$ cat config.mk
export PLATFORM = sky130hd
export DESIGN_NAME = prst_tracker
export DESIGN_NICKNAME = d
export VERILOG_FILES = /design/src/design/prst_pkg.sv /design/src/design/prst_tracker.sv
export VERILOG_INCLUDE_DIRS = /design/src /design/src/design
export SDC_FILE = /design/constraint.sdc
export NUM_CORES = 1
export LEC_CHECK = 0
export BUFFER_PORTS_ARGS = -buffer_cell sky130_fd_sc_hd__buf_4
export CORE_UTILIZATION = 40
export CTS_BUF_LIST = sky130_fd_sc_hd__clkbuf_4 sky130_fd_sc_hd__clkbuf_8 sky130_fd_sc_hd__clkbuf_16
export DETAILED_ROUTE_END_ITERATION = 12
export GPL_TIMING_DRIVEN = 0
export PLACE_DENSITY_LB_ADDON = 0.2
export SETUP_SLACK_MARGIN = 0.3
export SYNTH_ARGS = -nofsm -noshare
export SYNTH_HDL_FRONTEND = slang
export SYNTH_SLANG_ARGS = --single-unit
export TNS_END_PERCENT = 30
$ cat constraint.sdc
create_clock -name core_clk -period 24.7 [get_ports core_clk]
set_input_delay 3.705 -clock core_clk [delete_from_list [all_inputs] [get_ports core_clk]]
set_output_delay 3.705 -clock core_clk [all_outputs]
set_load 0.05 [all_outputs]
$ cat src/design/prst_consts.svh
// Constants for the position reset and status tracker.
// Assumes inclusion by bare name from design files.
`ifndef PRST_CONSTS_SVH
`define PRST_CONSTS_SVH
// ----------------------------------------
// Register offsets
// ----------------------------------------
`define PRST_A_CTRL       4'h0
`define PRST_A_SET_STEPS  4'h1
`define PRST_A_SET_FRAC   4'h2
`define PRST_A_SET_SEC    4'h3
`define PRST_A_STAT_STEPS 4'h4
`define PRST_A_STAT_FRAC  4'h5
`define PRST_A_STAT_SEC   4'h6
`define PRST_A_STAT_SPEED 4'h7
`define PRST_A_STAT_STATE 4'h8
`define PRST_A_STAT_FLAGS 4'h9
`define PRST_A_STAT_TEL0  4'hA
`define PRST_A_STAT_TEL1  4'hB
`define PRST_A_STAT_TEL2  4'hC
`define PRST_A_STAT_DIG   4'hD
`define PRST_A_TARGET     4'hE
// ----------------------------------------
// Control register bits
// ----------------------------------------
`define PRST_C_ZERO       0
`define PRST_C_SETPOS     1
`define PRST_C_IGN_MOTOR  2
`define PRST_C_IGN_ENC    3
`define PRST_C_QUERY      4
`define PRST_C_STOP       5
// ----------------------------------------
// Encodings and reset values
// ----------------------------------------
`define PRST_CMD_UNKNOWN  4'h0
`define PRST_FRAC_ZERO    8'h00
`define PRST_POS_ZERO     32'h0000_0000
`define PRST_EXT_SUPPLY   1'b1
`endif

$ cat src/design/prst_pkg.sv
// Types of the position reset and status tracker.
// Assumes prst_consts.svh supplies numeric constants.
package prst_pkg;
    typedef enum logic [1:0] {PRST_PWR_OFF, PRST_PWR_REDUCED, PRST_PWR_NOMINAL,
                              PRST_PWR_LOW_VOLT} prst_pwr_e;
    typedef enum logic [2:0] {PRST_ENC_ABSENT, PRST_ENC_UNKNOWN, PRST_ENC_OK,
                              PRST_ENC_REVERSED, PRST_ENC_FAULTY} prst_enc_e;
    typedef enum logic [1:0] {PRST_WND_OPEN, PRST_WND_OK, PRST_WND_SHORT,
                              PRST_WND_UNKNOWN} prst_wnd_e;
    typedef enum logic [1:0] {PRST_MODE_OPEN, PRST_MODE_LEAD_ENC,
                              PRST_MODE_FEEDBACK, PRST_MODE_DC} prst_mode_e;
    typedef struct packed {
        logic [31:0] steps;
        logic [7:0] frac;
        logic [31:0] enc;
        logic [31:0] target;
        logic [31:0] shift_dest;
        logic [3:0] cmd_code;
        logic cmd_running;
        logic cmd_ok;
        logic [2:0] proto_err;
        logic swap_err;
        logic desync_err;
        logic [31:0] snap_pos;
        logic [7:0] snap_frac;
        logic [31:0] snap_sec;
        logic [31:0] snap_speed;
        logic [31:0] snap_state;
        logic [31:0] snap_flags;
        logic [31:0] snap_tel0;
        logic [31:0] snap_tel1;
        logic [31:0] snap_tel2;
        logic [31:0] snap_dig;
        logic [31:0] set_steps;
        logic [7:0] set_frac;
        logic [31:0] set_enc;
        logic [31:0] rdata;
    } prst_state_s;
endpackage

$ cat src/design/prst_tracker.sv
// Position counters and status snapshot of a motion controller.
// Assumes motion profile logic supplies step moves, flags and telemetry,
// and that a host bridge drives the plain register port.
//
// Local design decisions: the address map and strobed register access.
`timescale 1ns/1ns
`include "prst_consts.svh"
// Behaviour
// - Zero command clears step, microstep and encoder counters.
// - All counters clear in one and the same update.
// - Zero during move keeps move, shifts target by removed position.
// - Pending relative shift keeps its physical destination on zero.
// - Set-position loads step, microstep, encoder; ignore flags skip fields.
// - Set-position keeps stored target physically; move ends same place.
// - Status query returns full record of position, flags, telemetry.
// - Motion state: moving, target speed reached, backlash compensation.
// - Command state: code, running bit, success bit once completed.
// - Command fails when limit stop or alarm stops the move.
// - After reset command reads unknown with successful result.
// - Winding power encodes off, reduced, nominal, low supply.
// - Encoder state five codes; faulty or reversed after statistics.
// - Two windings reported separately: open, ok, short, unknown.
// - Primary holds steps/microsteps; leading encoder, feedback and DC give encoder counts, fraction 0.
// - Secondary holds encoder, steps with leading encoder or feedback, zero for DC.
// - Telemetry reports mA, tens of mV and tenths of degree.
// - Protocol error flags sticky until stop command.
// - Critical flags self clear; swapped limit switch flag sticks.
// - Desync flag sticky, clears only with position correction.
// - Stage memory presence flag, external supply flag always set.
// - Digital flags after inversion; hall and encoder channels raw.
module prst_tracker (
    // Clock and reset
    input wire logic core_clk,
    input wire logic reset_n,
    // Register port
    input wire logic [3:0] reg_addr,
    input wire logic [31:0] reg_wdata,
    input wire logic reg_wr,
    input wire logic reg_rd,
    output logic [31:0] reg_rdata,
    // Motion core
    input wire logic step_pulse,
    input wire logic step_dir,
    input wire logic [7:0] frac_in,
    input wire logic enc_pulse,
    input wire logic enc_dir,
    input wire logic move_start,
    input wire logic [3:0] move_code,
    input wire logic [31:0] move_target,
    input wire logic move_is_shift,
    input wire logic move_done,
    input wire logic move_aborted,
    input wire logic moving,
    input wire logic speed_reached,
    input wire logic backlash_active,
    input wire logic [31:0] speed_in,
    input wire prst_pkg::prst_mode_e motor_mode,
    // Supervisors
    input wire prst_pkg::prst_pwr_e pwr_state,
    input wire prst_pkg::prst_enc_e enc_state,
    input wire prst_pkg::prst_wnd_e wind_a_state,
    input wire prst_pkg::prst_wnd_e wind_b_state,
    input wire logic [2:0] proto_err_evt,
    input wire logic [8:0] critical_flags,
    input wire logic swap_evt,
    input wire logic desync_evt,
    input wire logic pos_correction_on,
    input wire logic desync_corrected,
    input wire logic stage_mem_present,
    // Telemetry
    input wire logic [15:0] supply_ma,
    input wire logic [15:0] supply_10mv,
    input wire logic [15:0] usb_ma,
    input wire logic [15:0] usb_10mv,
    input wire logic [15:0] temp_dc,
    // Digital pins
    input wire logic [10:0] dig_raw,
    input wire logic [10:0] dig_invert,
    input wire logic [4:0] hall_enc_raw,
    // Results
    output logic [31:0] target_pos,
    output logic [31:0] shift_dest_pos,
    output logic [31:0] primary_pos_steps,
    output logic [7:0] primary_pos_fraction,
    output logic [31:0] secondary_pos,
    output logic [3:0] cmd_code_out,
    output logic cmd_running_out,
    output logic cmd_ok_out
);
    // ----------------------------------------
    // Reset release
    // ----------------------------------------
    logic [1:0] rst_sync_r;
    logic rst_n;
    always_ff @(posedge core_clk or negedge reset_n) begin
        if (!reset_n) begin
            rst_sync_r <= 2'b00;
        end else begin
            rst_sync_r <= {rst_sync_r[0], 1'b1};
        end
    end
    assign rst_n = rst_sync_r[1];

    // ----------------------------------------
    // State
    // ----------------------------------------
    prst_pkg::prst_state_s st_r;
    prst_pkg::prst_state_s st_nxt;
    logic do_zero;
    logic do_set;
    logic do_query;
    logic do_stop;
    logic [31:0] step_delta;
    logic [31:0] pri_val;
    logic [7:0] pri_frac;
    logic [31:0] sec_val;
    logic [10:0] dig_active;
    logic [31:0] removed;

    assign do_zero = reg_wr && reg_addr == `PRST_A_CTRL && reg_wdata[`PRST_C_ZERO];
    assign do_set = reg_wr && reg_addr == `PRST_A_CTRL && reg_wdata[`PRST_C_SETPOS];
    assign do_query = reg_wr && reg_addr == `PRST_A_CTRL && reg_wdata[`PRST_C_QUERY];
    assign do_stop = reg_wr && reg_addr == `PRST_A_CTRL && reg_wdata[`PRST_C_STOP];
    assign step_delta = step_pulse ? (step_dir ? 32'h0000_0001 : 32'hFFFF_FFFF)
                                   : 32'h0000_0000;
    assign dig_active = dig_raw ^ dig_invert;

    // Primary and secondary views depend on the motor mode
    always_comb begin
        case (motor_mode)
            prst_pkg::PRST_MODE_LEAD_ENC: begin
                pri_val = st_r.enc;
                pri_frac = `PRST_FRAC_ZERO;
                sec_val = st_r.steps;
            end
            prst_pkg::PRST_MODE_FEEDBACK: begin
                pri_val = st_r.enc;
                pri_frac = `PRST_FRAC_ZERO;
                sec_val = st_r.steps;
            end
            prst_pkg::PRST_MODE_DC: begin
                pri_val = st_r.enc;
                pri_frac = `PRST_FRAC_ZERO;
                sec_val = `PRST_POS_ZERO;
            end
            default: begin
                pri_val = st_r.steps;
                pri_frac = st_r.frac;
                sec_val = st_r.enc;
            end
        endcase
    end

    always_comb begin
        st_nxt = st_r;
        removed = `PRST_POS_ZERO;
        // Counters follow the motion core
        st_nxt.steps = st_r.steps + step_delta;
        st_nxt.frac = frac_in;
        if (enc_pulse) begin
            st_nxt.enc = enc_dir ? st_r.enc + 32'h0000_0001 : st_r.enc - 32'h0000_0001;
        end
        if (move_start) begin
            st_nxt.target = move_target;
            st_nxt.shift_dest = move_is_shift ? move_target : st_r.shift_dest;
        end
        // Zero wins over counting in the same cycle to stay coherent
        if (do_zero) begin
            removed = st_r.steps;
            st_nxt.steps = `PRST_POS_ZERO;
            st_nxt.frac = `PRST_FRAC_ZERO;
            st_nxt.enc = `PRST_POS_ZERO;
            st_nxt.target = st_r.target - removed;
            st_nxt.shift_dest = st_r.shift_dest - removed;
        end else if (do_set) begin
            if (!reg_wdata[`PRST_C_IGN_MOTOR]) begin
                removed = st_r.steps - st_r.set_steps;
                st_nxt.steps = st_r.set_steps;
                st_nxt.frac = st_r.set_frac;
                st_nxt.target = st_r.target - removed;
                st_nxt.shift_dest = st_r.shift_dest - removed;
            end
            if (!reg_wdata[`PRST_C_IGN_ENC]) begin
                st_nxt.enc = st_r.set_enc;
            end
        end
        // Command status
        if (move_start) begin
            st_nxt.cmd_code = move_code;
            st_nxt.cmd_running = 1'b1;
            st_nxt.cmd_ok = 1'b1;
        end else if (st_r.cmd_running && (move_done || move_aborted)) begin
            st_nxt.cmd_running = 1'b0;
            st_nxt.cmd_ok = !move_aborted;
        end
        // Sticky flags; a new event beats the clear
        st_nxt.proto_err = (do_stop ? 3'b000 : st_r.proto_err) | proto_err_evt;
        st_nxt.swap_err = (do_stop ? 1'b0 : st_r.swap_err) | swap_evt;
        st_nxt.desync_err = ((pos_correction_on && desync_corrected) ? 1'b0 : st_r.desync_err)
                            | desync_evt;
        // Register writes for set-position values
        if (reg_wr && reg_addr == `PRST_A_SET_STEPS) begin
            st_nxt.set_steps = reg_wdata;
        end
        if (reg_wr && reg_addr == `PRST_A_SET_FRAC) begin
            st_nxt.set_frac = reg_wdata[7:0];
        end
        if (reg_wr && reg_addr == `PRST_A_SET_SEC) begin
            st_nxt.set_enc = reg_wdata;
        end
        // One-cycle capture keeps every field of a reply from the same update
        if (do_query) begin
            st_nxt.snap_pos = pri_val;
            st_nxt.snap_frac = pri_frac;
            st_nxt.snap_sec = sec_val;
            st_nxt.snap_speed = speed_in;
            st_nxt.snap_state = {14'h0000, wind_b_state, wind_a_state, enc_state, pwr_state,
                                 st_r.cmd_ok, st_r.cmd_running, st_r.cmd_code,
                                 backlash_active, speed_reached, moving};
            st_nxt.snap_flags = {16'h0000, `PRST_EXT_SUPPLY, stage_mem_present,
                                 st_r.desync_err, st_r.swap_err, critical_flags,
                                 st_r.proto_err};
            st_nxt.snap_tel0 = {supply_10mv, supply_ma};
            st_nxt.snap_tel1 = {usb_10mv, usb_ma};
            st_nxt.snap_tel2 = {16'h0000, temp_dc};
            st_nxt.snap_dig = {16'h0000, hall_enc_raw, dig_active};
        end
        // Read port: data in the cycle after the strobe, unmapped reads zero
        st_nxt.rdata = `PRST_POS_ZERO;
        if (reg_rd) begin
            case (reg_addr)
                `PRST_A_SET_STEPS: st_nxt.rdata = st_r.set_steps;
                `PRST_A_SET_FRAC: st_nxt.rdata = {24'h00_0000, st_r.set_frac};
                `PRST_A_SET_SEC: st_nxt.rdata = st_r.set_enc;
                `PRST_A_STAT_STEPS: st_nxt.rdata = st_r.snap_pos;
                `PRST_A_STAT_FRAC: st_nxt.rdata = {24'h00_0000, st_r.snap_frac};
                `PRST_A_STAT_SEC: st_nxt.rdata = st_r.snap_sec;
                `PRST_A_STAT_SPEED: st_nxt.rdata = st_r.snap_speed;
                `PRST_A_STAT_STATE: st_nxt.rdata = st_r.snap_state;
                `PRST_A_STAT_FLAGS: st_nxt.rdata = st_r.snap_flags;
                `PRST_A_STAT_TEL0: st_nxt.rdata = st_r.snap_tel0;
                `PRST_A_STAT_TEL1: st_nxt.rdata = st_r.snap_tel1;
                `PRST_A_STAT_TEL2: st_nxt.rdata = st_r.snap_tel2;
                `PRST_A_STAT_DIG: st_nxt.rdata = st_r.snap_dig;
                `PRST_A_TARGET: st_nxt.rdata = st_r.target;
                default: st_nxt.rdata = `PRST_POS_ZERO;
            endcase
        end
    end

    always_ff @(posedge core_clk or negedge rst_n) begin
        if (!rst_n) begin
            st_r <= '0;
            st_r.cmd_code <= `PRST_CMD_UNKNOWN;
            st_r.cmd_ok <= 1'b1;
        end else begin
            st_r <= st_nxt;
        end
    end

    assign reg_rdata = st_r.rdata;
    assign target_pos = st_r.target;
    assign shift_dest_pos = st_r.shift_dest;
    assign primary_pos_steps = st_r.steps;
    assign primary_pos_fraction = st_r.frac;
    assign secondary_pos = st_r.enc;
    assign cmd_code_out = st_r.cmd_code;
    assign cmd_running_out = st_r.cmd_running;
    assign cmd_ok_out = st_r.cmd_ok;
endmodule

==> flow_metrics.tcl, run 1 <==
set metrics [dict create \
    cp-start-kind "primary input" \
    pre_cts_ws_ns 15.85 \
    vdd_ir_drop_max_mv 0.0618 \
    synth_top_area_frac 0.362 \
    routed-wl-met2_um 65300 \
    power.density_nw_per_um2 139 \
    cts_tree "done" \
    p_seq_frac 0.237 \
    swShare 0.481 \
    grt_pass1_wl_um 205000 \
    grt_max_degree 69 \
    p_switching_mw 2.70 \
    ys_async_sr_fraction 1.00 \
    cts_resized 0 \
    synth_cells 3651 \
    slew_headroom 0.0399 \
    worstMarginPinSlew_ns 1.44 \
    cts-root-buf "clkbuf_16" \
    clk_path_buf_depth 3 \
    hpwl_um 111000 \
    ys_ff_latch 487 \
    skew_ns 0.0455 \
    syn_nets 4099 \
    clock_power_share 0.160 \
    nets 4601 \
    syn_area_per_cell_um2 9.20 \
    ant_nets 0 \
    die_h_um 292 \
    rows 105 \
    reg2reg_to "target_pos[30]$_DFF_PN0_" \
    numCtsBuffers 57 \
    ioPinCount 436 \
    synth_flop_cell "dfrtp_1" \
    intPower_mw 2.91 \
    routedWlPerCell_um 27.0 \
    synth_edf_count 0 \
    yosysWarnings 0 \
    pwr-share-comb 0.603 \
    rsz0062_at_grt "false" \
    power_mw 5.61 \
    cap_violations 0 \
    crit_path_end_kind "flop" \
    top_layer "met5" \
    routedLengthMet1_um 59200 \
    hold_path_class "reg -> async" \
    yosysMostFrequentCell "dfrtp_1" \
    period_share 0.336 \
    syn-cell-area_um2 33600 \
    grt-ovfl-total 0 \
    clk_pin_slew_worst_paths_ns 0.06 \
    clk_latency_ns 0.66 \
    period_needed_ns 8.31 \
    cts_setup_buffers 0 \
    drc_errors 0 \
    ys_top_cells_by_count "486 x dfrtp_1, 345 x nand2_1, 239 x a21oi_1" \
    setup_violations 0 \
    final_layout_size_suffix_gt1_frac 0.242 \
    die_area_um2 85100 \
    grt_usage 0.326 \
    critPathMaxStageDelay_ns 0.87 \
    power_leakage_nw 18.6 \
    wl_met3_um 10800 \
    path_class "in -> reg" \
    cp.required_ns 25.22 \
    timing.rr.start "primary_pos_steps[0]$_DFF_PN0_" \
    worstRegToRegCells 28 \
    cp_cell_sequence "buf_4 > inv_1 > ha_1 > a21o_1 > a21oi_1 > o21ai_0 > a21oi_1 > o21bai_1 > a21oi_1 > o21ai_0 > a21o_1 > a21o_1 > a221oi_1 > o21bai_1 > a311o_1 > nand2_1 > o21ai_0 > a211oi_1 > xnor2_1 > nor3b_1 > nor3_1" \
    initial_utilization 0.406 \
    drt-pass1-iter-count 6 \
    arrival_ns 8.83 \
    synth_area_leader_cell "dfrtp_1" \
    vias_per_cell 5.97 \
    yosysUniqueCellTypes 101 \
    final_core_util 0.489 \
    antenna_found_initial 6 \
    ys_seq_area_frac 0.363 \
    max_freq_mhz 120 \
    die_w_um 292 \
    first_global_vias 30274 \
    htree_num_levels 2 \
    hold_viol 0 \
    vias 31483 \
    globalplace.congestion 0.967 \
    fin_setup_tns_ns 0 \
    syn_to_final_growth_pct 20.3 \
    outcome "complete, no violations" \
    coreArea_um2 82600 \
    cts-hold-fix-buffers 0 \
    first_iter_violations 2837 \
    port_buffers 435 \
    fin_ws_ns 16.39 \
    cts_sinks 487 \
    wirelength_um 142000 \
    netlist_top_cells_area "dfrtp_1 36%, mux2_2 7.6%, ha_1 6.7%" \
    crit_slowest_cell "inv_1" \
    drv_slew 0 \
    critPathMaxFanout 30 \
    rrSetupSlack_ns 17.21 \
]
-- worst max-delay path, delay by kind of cell --
family / cells / cell delay (ns)
xor gates and xnor gates: 1 / 0.19
AOI/OAI and AO/OA: 14 / 3.12
buffers and inverters: 2 / 1.01
and+or+nand+nor: 3 / 0.41
adders and majority gates: 1 / 0.38
-- cells in the final DEF (no fill, tap or decap), types with 19 or more instances in the layout --
cell type / instances
a211oi_1: 51
a21o_1: 79
a21oi_1: 239
a221oi_1: 33
a22o_1: 24
a22oi_1: 121
a31oi_1: 55
a41oi_1: 19
and3_1: 26
buf_1: 27
buf_4: 611
clkbuf_1: 135
clkbuf_16: 57
dfrtp_1: 485
ha_1: 179
inv_1: 149
maj3_1: 21
mux2_2: 228
mux2i_1: 61
nand2_1: 345
nand2b_1: 26
nand3_1: 63
nor2_1: 221
nor3_1: 55
o211ai_1: 46
o21a_1: 26
o21ai_0: 234
o21bai_1: 21
o31ai_1: 25
or3_1: 22
xnor2_1: 122
xor2_1: 64
-- power by group through the flow --
| stage | clock, mW | combinational, mW | sequential (mW) |
|---|---|---|---|
| after floorplan | 0 | 2.60 | 1.15 |
| after global placement | 0 | 3.28 | 1.35 |
| after detailed placement | 0 | 3.32 | 1.33 |
| after CTS | 0.905 | 3.34 | 1.32 |
| after global routing | 0.935 | 3.69 | 1.34 |
| final | 0.896 | 3.38 | 1.33 |
-- final cells by class --
cell class | count | area, µm²
Multi-Input combinational cell | 2664 | 18800
Timing Repair Buffer | 443 | 3490
Fill cell | 8019 | 42200
Clock buffer | 81 | 1680
Sequential cell | 487 | 12200
Antenna cell | 3 | 7.51
Clock inverter | 24 | 302
Inverter | 149 | 559
Tap cell | 1070 | 1340
Buffer | 351 | 2020
-- kinds of logic (layout without fill, tap and decap cells) --
family | Yosys count | count (layout) | synth area share
other | 1 | 4 | 0.000112
adders and majority gates | 213 | 213 | 0.0792
buffers and inverters | 500 | 1048 | 0.0769
DFF | 487 | 487 | 0.363
muxes | 290 | 290 | 0.0951
and+or+nand+nor | 859 | 859 | 0.116
xor gates and xnor gates | 188 | 188 | 0.0497
AOI/OAI and AO/OA | 1113 | 1113 | 0.220
-- per-stage QoR --
| step | instances | area, µm² | hold slack, ns |
|---|---|---|---|
| finish | 5272 | 40400 | 0.208 |
| global route | 5271 | 40400 | 0.228 |
| CTS | 5269 | 40400 | 0.213 |
| detailed placement | 5164 | 38400 | 0.210 |
| global placement | 5156 | 38200 | 0.334 |
| floorplan | 3651 | 33600 | 0.331 |
-- worst max path at each step --
stage                                  from                           end  slack, ns  depth (start not counted)
finish                              enc_dir   secondary_pos[31]$_DFF_PN0_      16.39                         21
global route                        enc_dir   secondary_pos[31]$_DFF_PN0_      16.06                         21
CTS                                 enc_dir   secondary_pos[31]$_DFF_PN0_      16.50                         21
detailed placement                  enc_dir   secondary_pos[31]$_DFF_PN0_      15.85                         21
global placement    rst_sync_r[1]$_DFF_PN0_  shift_dest_pos[22]$_DFF_PN0_       3.39                          0
floorplan           rst_sync_r[1]$_DFF_PN0_   cmd_code_out[0]$_DFFE_PN0P_      10.12                          0
-- state kept, by name, indices dropped and copies added, names as in the netlist --
| signal | flops |
|---|---|
| secondary_pos | 32 |
| cmd_ok_out | 1 |
| primary_pos_steps | 32 |
| primary_pos_fraction | 8 |
| st_r | 311 |
| rst_sync_r | 2 |
| cmd_running_out | 1 |
| target_pos | 32 |
| cmd_code_out | 4 |
| shift_dest_pos | 32 |
| reg_rdata | 32 |
-- metal layers --
layer,up-vias,global-route usage
met2,1394,0.517
met4,4,0.156
li1,14180,-
met5,-,0
met3,298,0.0567
met1,15607,0.430
Note: power is estimated with default switching activity, not from simulation.
==> run 2: changes to the inputs <==
==> constraint.sdc (replaced) <==
create_clock -name core_clk -period 7.95 [get_ports core_clk]
set_input_delay 1.1925 -clock core_clk [delete_from_list [all_inputs] [get_ports core_clk]]
set_output_delay 1.1925 -clock core_clk [all_outputs]
set_load 0.05 [all_outputs]
==> run 2 against run 1 <==
  * Sequential power increased to 3.1 times the previous value
  * Critical path type is now reg -> reg
  * Critical endpoint is now target_pos[30]$_DFF_PN0_
  * Flip-flop and latch count unchanged
  * Non-clock buffer count increased by 2
  * Register-to-register slack got worse by 16 ns
==> flow_metrics.tcl, run 2 (same netlist as run 1, synthesis figures left out) <==
set metrics [dict create \
    ioPinCount 436 \
    first_global_vias 30504 \
    cp-endpoint "target_pos[30]$_DFF_PN0_" \
    grt_pass1_wl_um 206000 \
    cp-startpoint "primary_pos_steps[1]$_DFF_PN0_" \
    path_class "reg -> reg" \
    final_layout_size_suffix_gt1_frac 0.244 \
    drt-pass1-iter-count 6 \
    final_cell_mix "613 x buf_4, 485 x dfrtp_1, 345 x nand2_1" \
    die_w_um 292 \
    cap_violations 0 \
    rrSetupSlack_ns 0.76 \
    hold_viol 0 \
    slew_headroom 0.0551 \
    clk_pin_slew_worst_paths_ns 0.07 \
    antenna_found_initial 3 \
    rsz0062_at_grt "true" \
    clk_path_buf_depth 3 \
    grt_usage 0.326 \
    hpwl_um 111000 \
    rows 105 \
    coreArea_um2 82600 \
    crit_path_end_kind "flop" \
    cp-start-kind "flop" \
    largest_register_ffs 311 \
    cts-root-buf "clkbuf_16" \
    die_area_um2 85100 \
    reg2reg_to "target_pos[30]$_DFF_PN0_" \
    numCtsBuffers 57 \
    routedWlPerCell_um 26.9 \
    cts_sinks 487 \
    wirelength_um 142000 \
    skew_ns 0.0374 \
    vdd_ir_drop_max_mv 0.172 \
    final_cell_area_um2 40500 \
    grt_max_degree 70 \
    power_leakage_nw 18.6 \
    timing.rr.start "primary_pos_steps[1]$_DFF_PN0_" \
    ant_nets 0 \
    regMostFlops "st_r" \
    clk_latency_ns 0.65 \
    initial_utilization 0.406 \
    worstMarginPinSlew_ns 1.41 \
    vias 31489 \
    die_h_um 292 \
    fin_setup_tns_ns 0 \
    final_common_cell "buf_4" \
    drv_slew 0 \
    nets 4603 \
    pre_cts_ws_ns 0.605 \
    dpl_cell_area_um2 38400 \
    grt-ovfl-total 0 \
    cp.required_ns 8.49 \
    final_core_util 0.490 \
    cts_tree "done" \
    period_share 0.904 \
    drc_errors 0 \
    outcome "complete, no violations" \
    port_buffers 435 \
    worstRegToRegCells 26 \
    syn_to_final_growth_pct 20.5 \
    power.density_nw_per_um2 433 \
    hold_path_class "reg -> async" \
    htree_num_levels 2 \
    first_iter_violations 3381 \
    critPathMaxFanout 10 \
    globalplace.congestion 0.984 \
    period_needed_ns 7.19 \
    setup_violations 0 \
    vias_per_cell 5.97 \
    fin_ws_ns 0.760 \
    max_freq_mhz 139 \
    arrival_ns 7.73 \
]
==> run 2: changes by cell type in the layout (fill, tap and decap cells not counted), sizes merged <==
cell / change
buf: +2
clkbuf: +10
clkinv: -8
clkinvlp: -3
diode: -1
==> run 2: repair_timing <==
action	CTS	global route
hold buffers	0	0
endpoints found under the hold margin	0	0
gates resized for setup	0	8
setup endpoints to repair	0	7
buffers inserted	0	2
==> run 2: cell type report <==
cell class,instances,area [µm²]
Fill cell,8061,42200
Multi-Input combinational cell,2664,18800
Sequential cell,487,12200
Timing Repair Buffer,445,3500
Buffer,351,2020
Clock buffer,91,1790
Tap cell,1070,1340
Inverter,149,559
Clock inverter,13,206
Antenna cell,2,5.00
==> run 2: worst max-delay path, stage by stage (launching register included) <==
cell,delay [ns]
dfrtp_1,0.74
ha_1,0.33
and3b_1,0.21
or2_2,0.33
a21oi_1,0.22
o21ai_0,0.12
a21oi_1,0.20
xor2_1,0.13
ha_1,0.22
or3_1,0.42
or3_1,0.33
o221a_2,0.25
o211ai_1,0.11
a41oi_1,0.17
maj3_1,0.44
o2111a_1,0.23
nor4b_1,0.38
nor3_2,0.16
a2111oi_2,0.39
o31ai_1,0.18
a221oi_1,0.37
maj3_2,0.31
maj3_2,0.20
maj3_2,0.21
o21ai_1,0.07
xnor2_1,0.13
a211oi_1,0.22
==> run 2: report_power, final <==
part           internal [mW]  switching [mW]
combinational           4.38            6.21
sequential              3.08            1.04
clock                   1.67            1.15
total                   9.13            8.40
==> run 2: worst min-delay path by stage <==
| stage | end | start | slack [ns] | cells after the start |
|---|---|---|---|---|
| global placement | rst_sync_r[1]$_DFF_PN0_ | rst_sync_r[0]$_DFF_PN0_ | 0.33 | 0 |
| floorplan | rst_sync_r[1]$_DFF_PN0_ | rst_sync_r[0]$_DFF_PN0_ | 0.33 | 0 |
| CTS | rst_sync_r[1]$_DFF_PN0_ | reset_n | 0.28 | 1 |
| global route | rst_sync_r[1]$_DFF_PN0_ | reset_n | 0.30 | 1 |
| finish | cmd_code_out[1]$_DFFE_PN0P_ | rst_sync_r[1]$_DFF_PN0_ | 0.30 | 0 |
| detailed placement | cmd_code_out[0]$_DFFE_PN0P_ | rst_sync_r[1]$_DFF_PN0_ | 0.30 | 0 |
==> run 2: layer usage <==
layer | GRT usage | routed length, µm | up-vias
li1 | - | - | 14153
met1 | 0.427 | 58500 | 15521
met2 | 0.522 | 65000 | 1497
met3 | 0.0524 | 10800 | 316
met4 | 0.162 | 7660 | 2
met5 | 0 | 7 | -
==> run 2: metrics by stage <==
| step | hold WS (ns) | total power [mW] | cells |
|---|---|---|---|
| after CTS | 0.284 | 17.4 | 5268 |
| after floorplan | 0.331 | 11.7 | 3651 |
| after detailed placement | 0.302 | 14.5 | 5164 |
| final | 0.296 | 17.5 | 5272 |
| after global placement | 0.334 | 14.4 | 5156 |
| after global routing | 0.299 | 18.7 | 5270 |
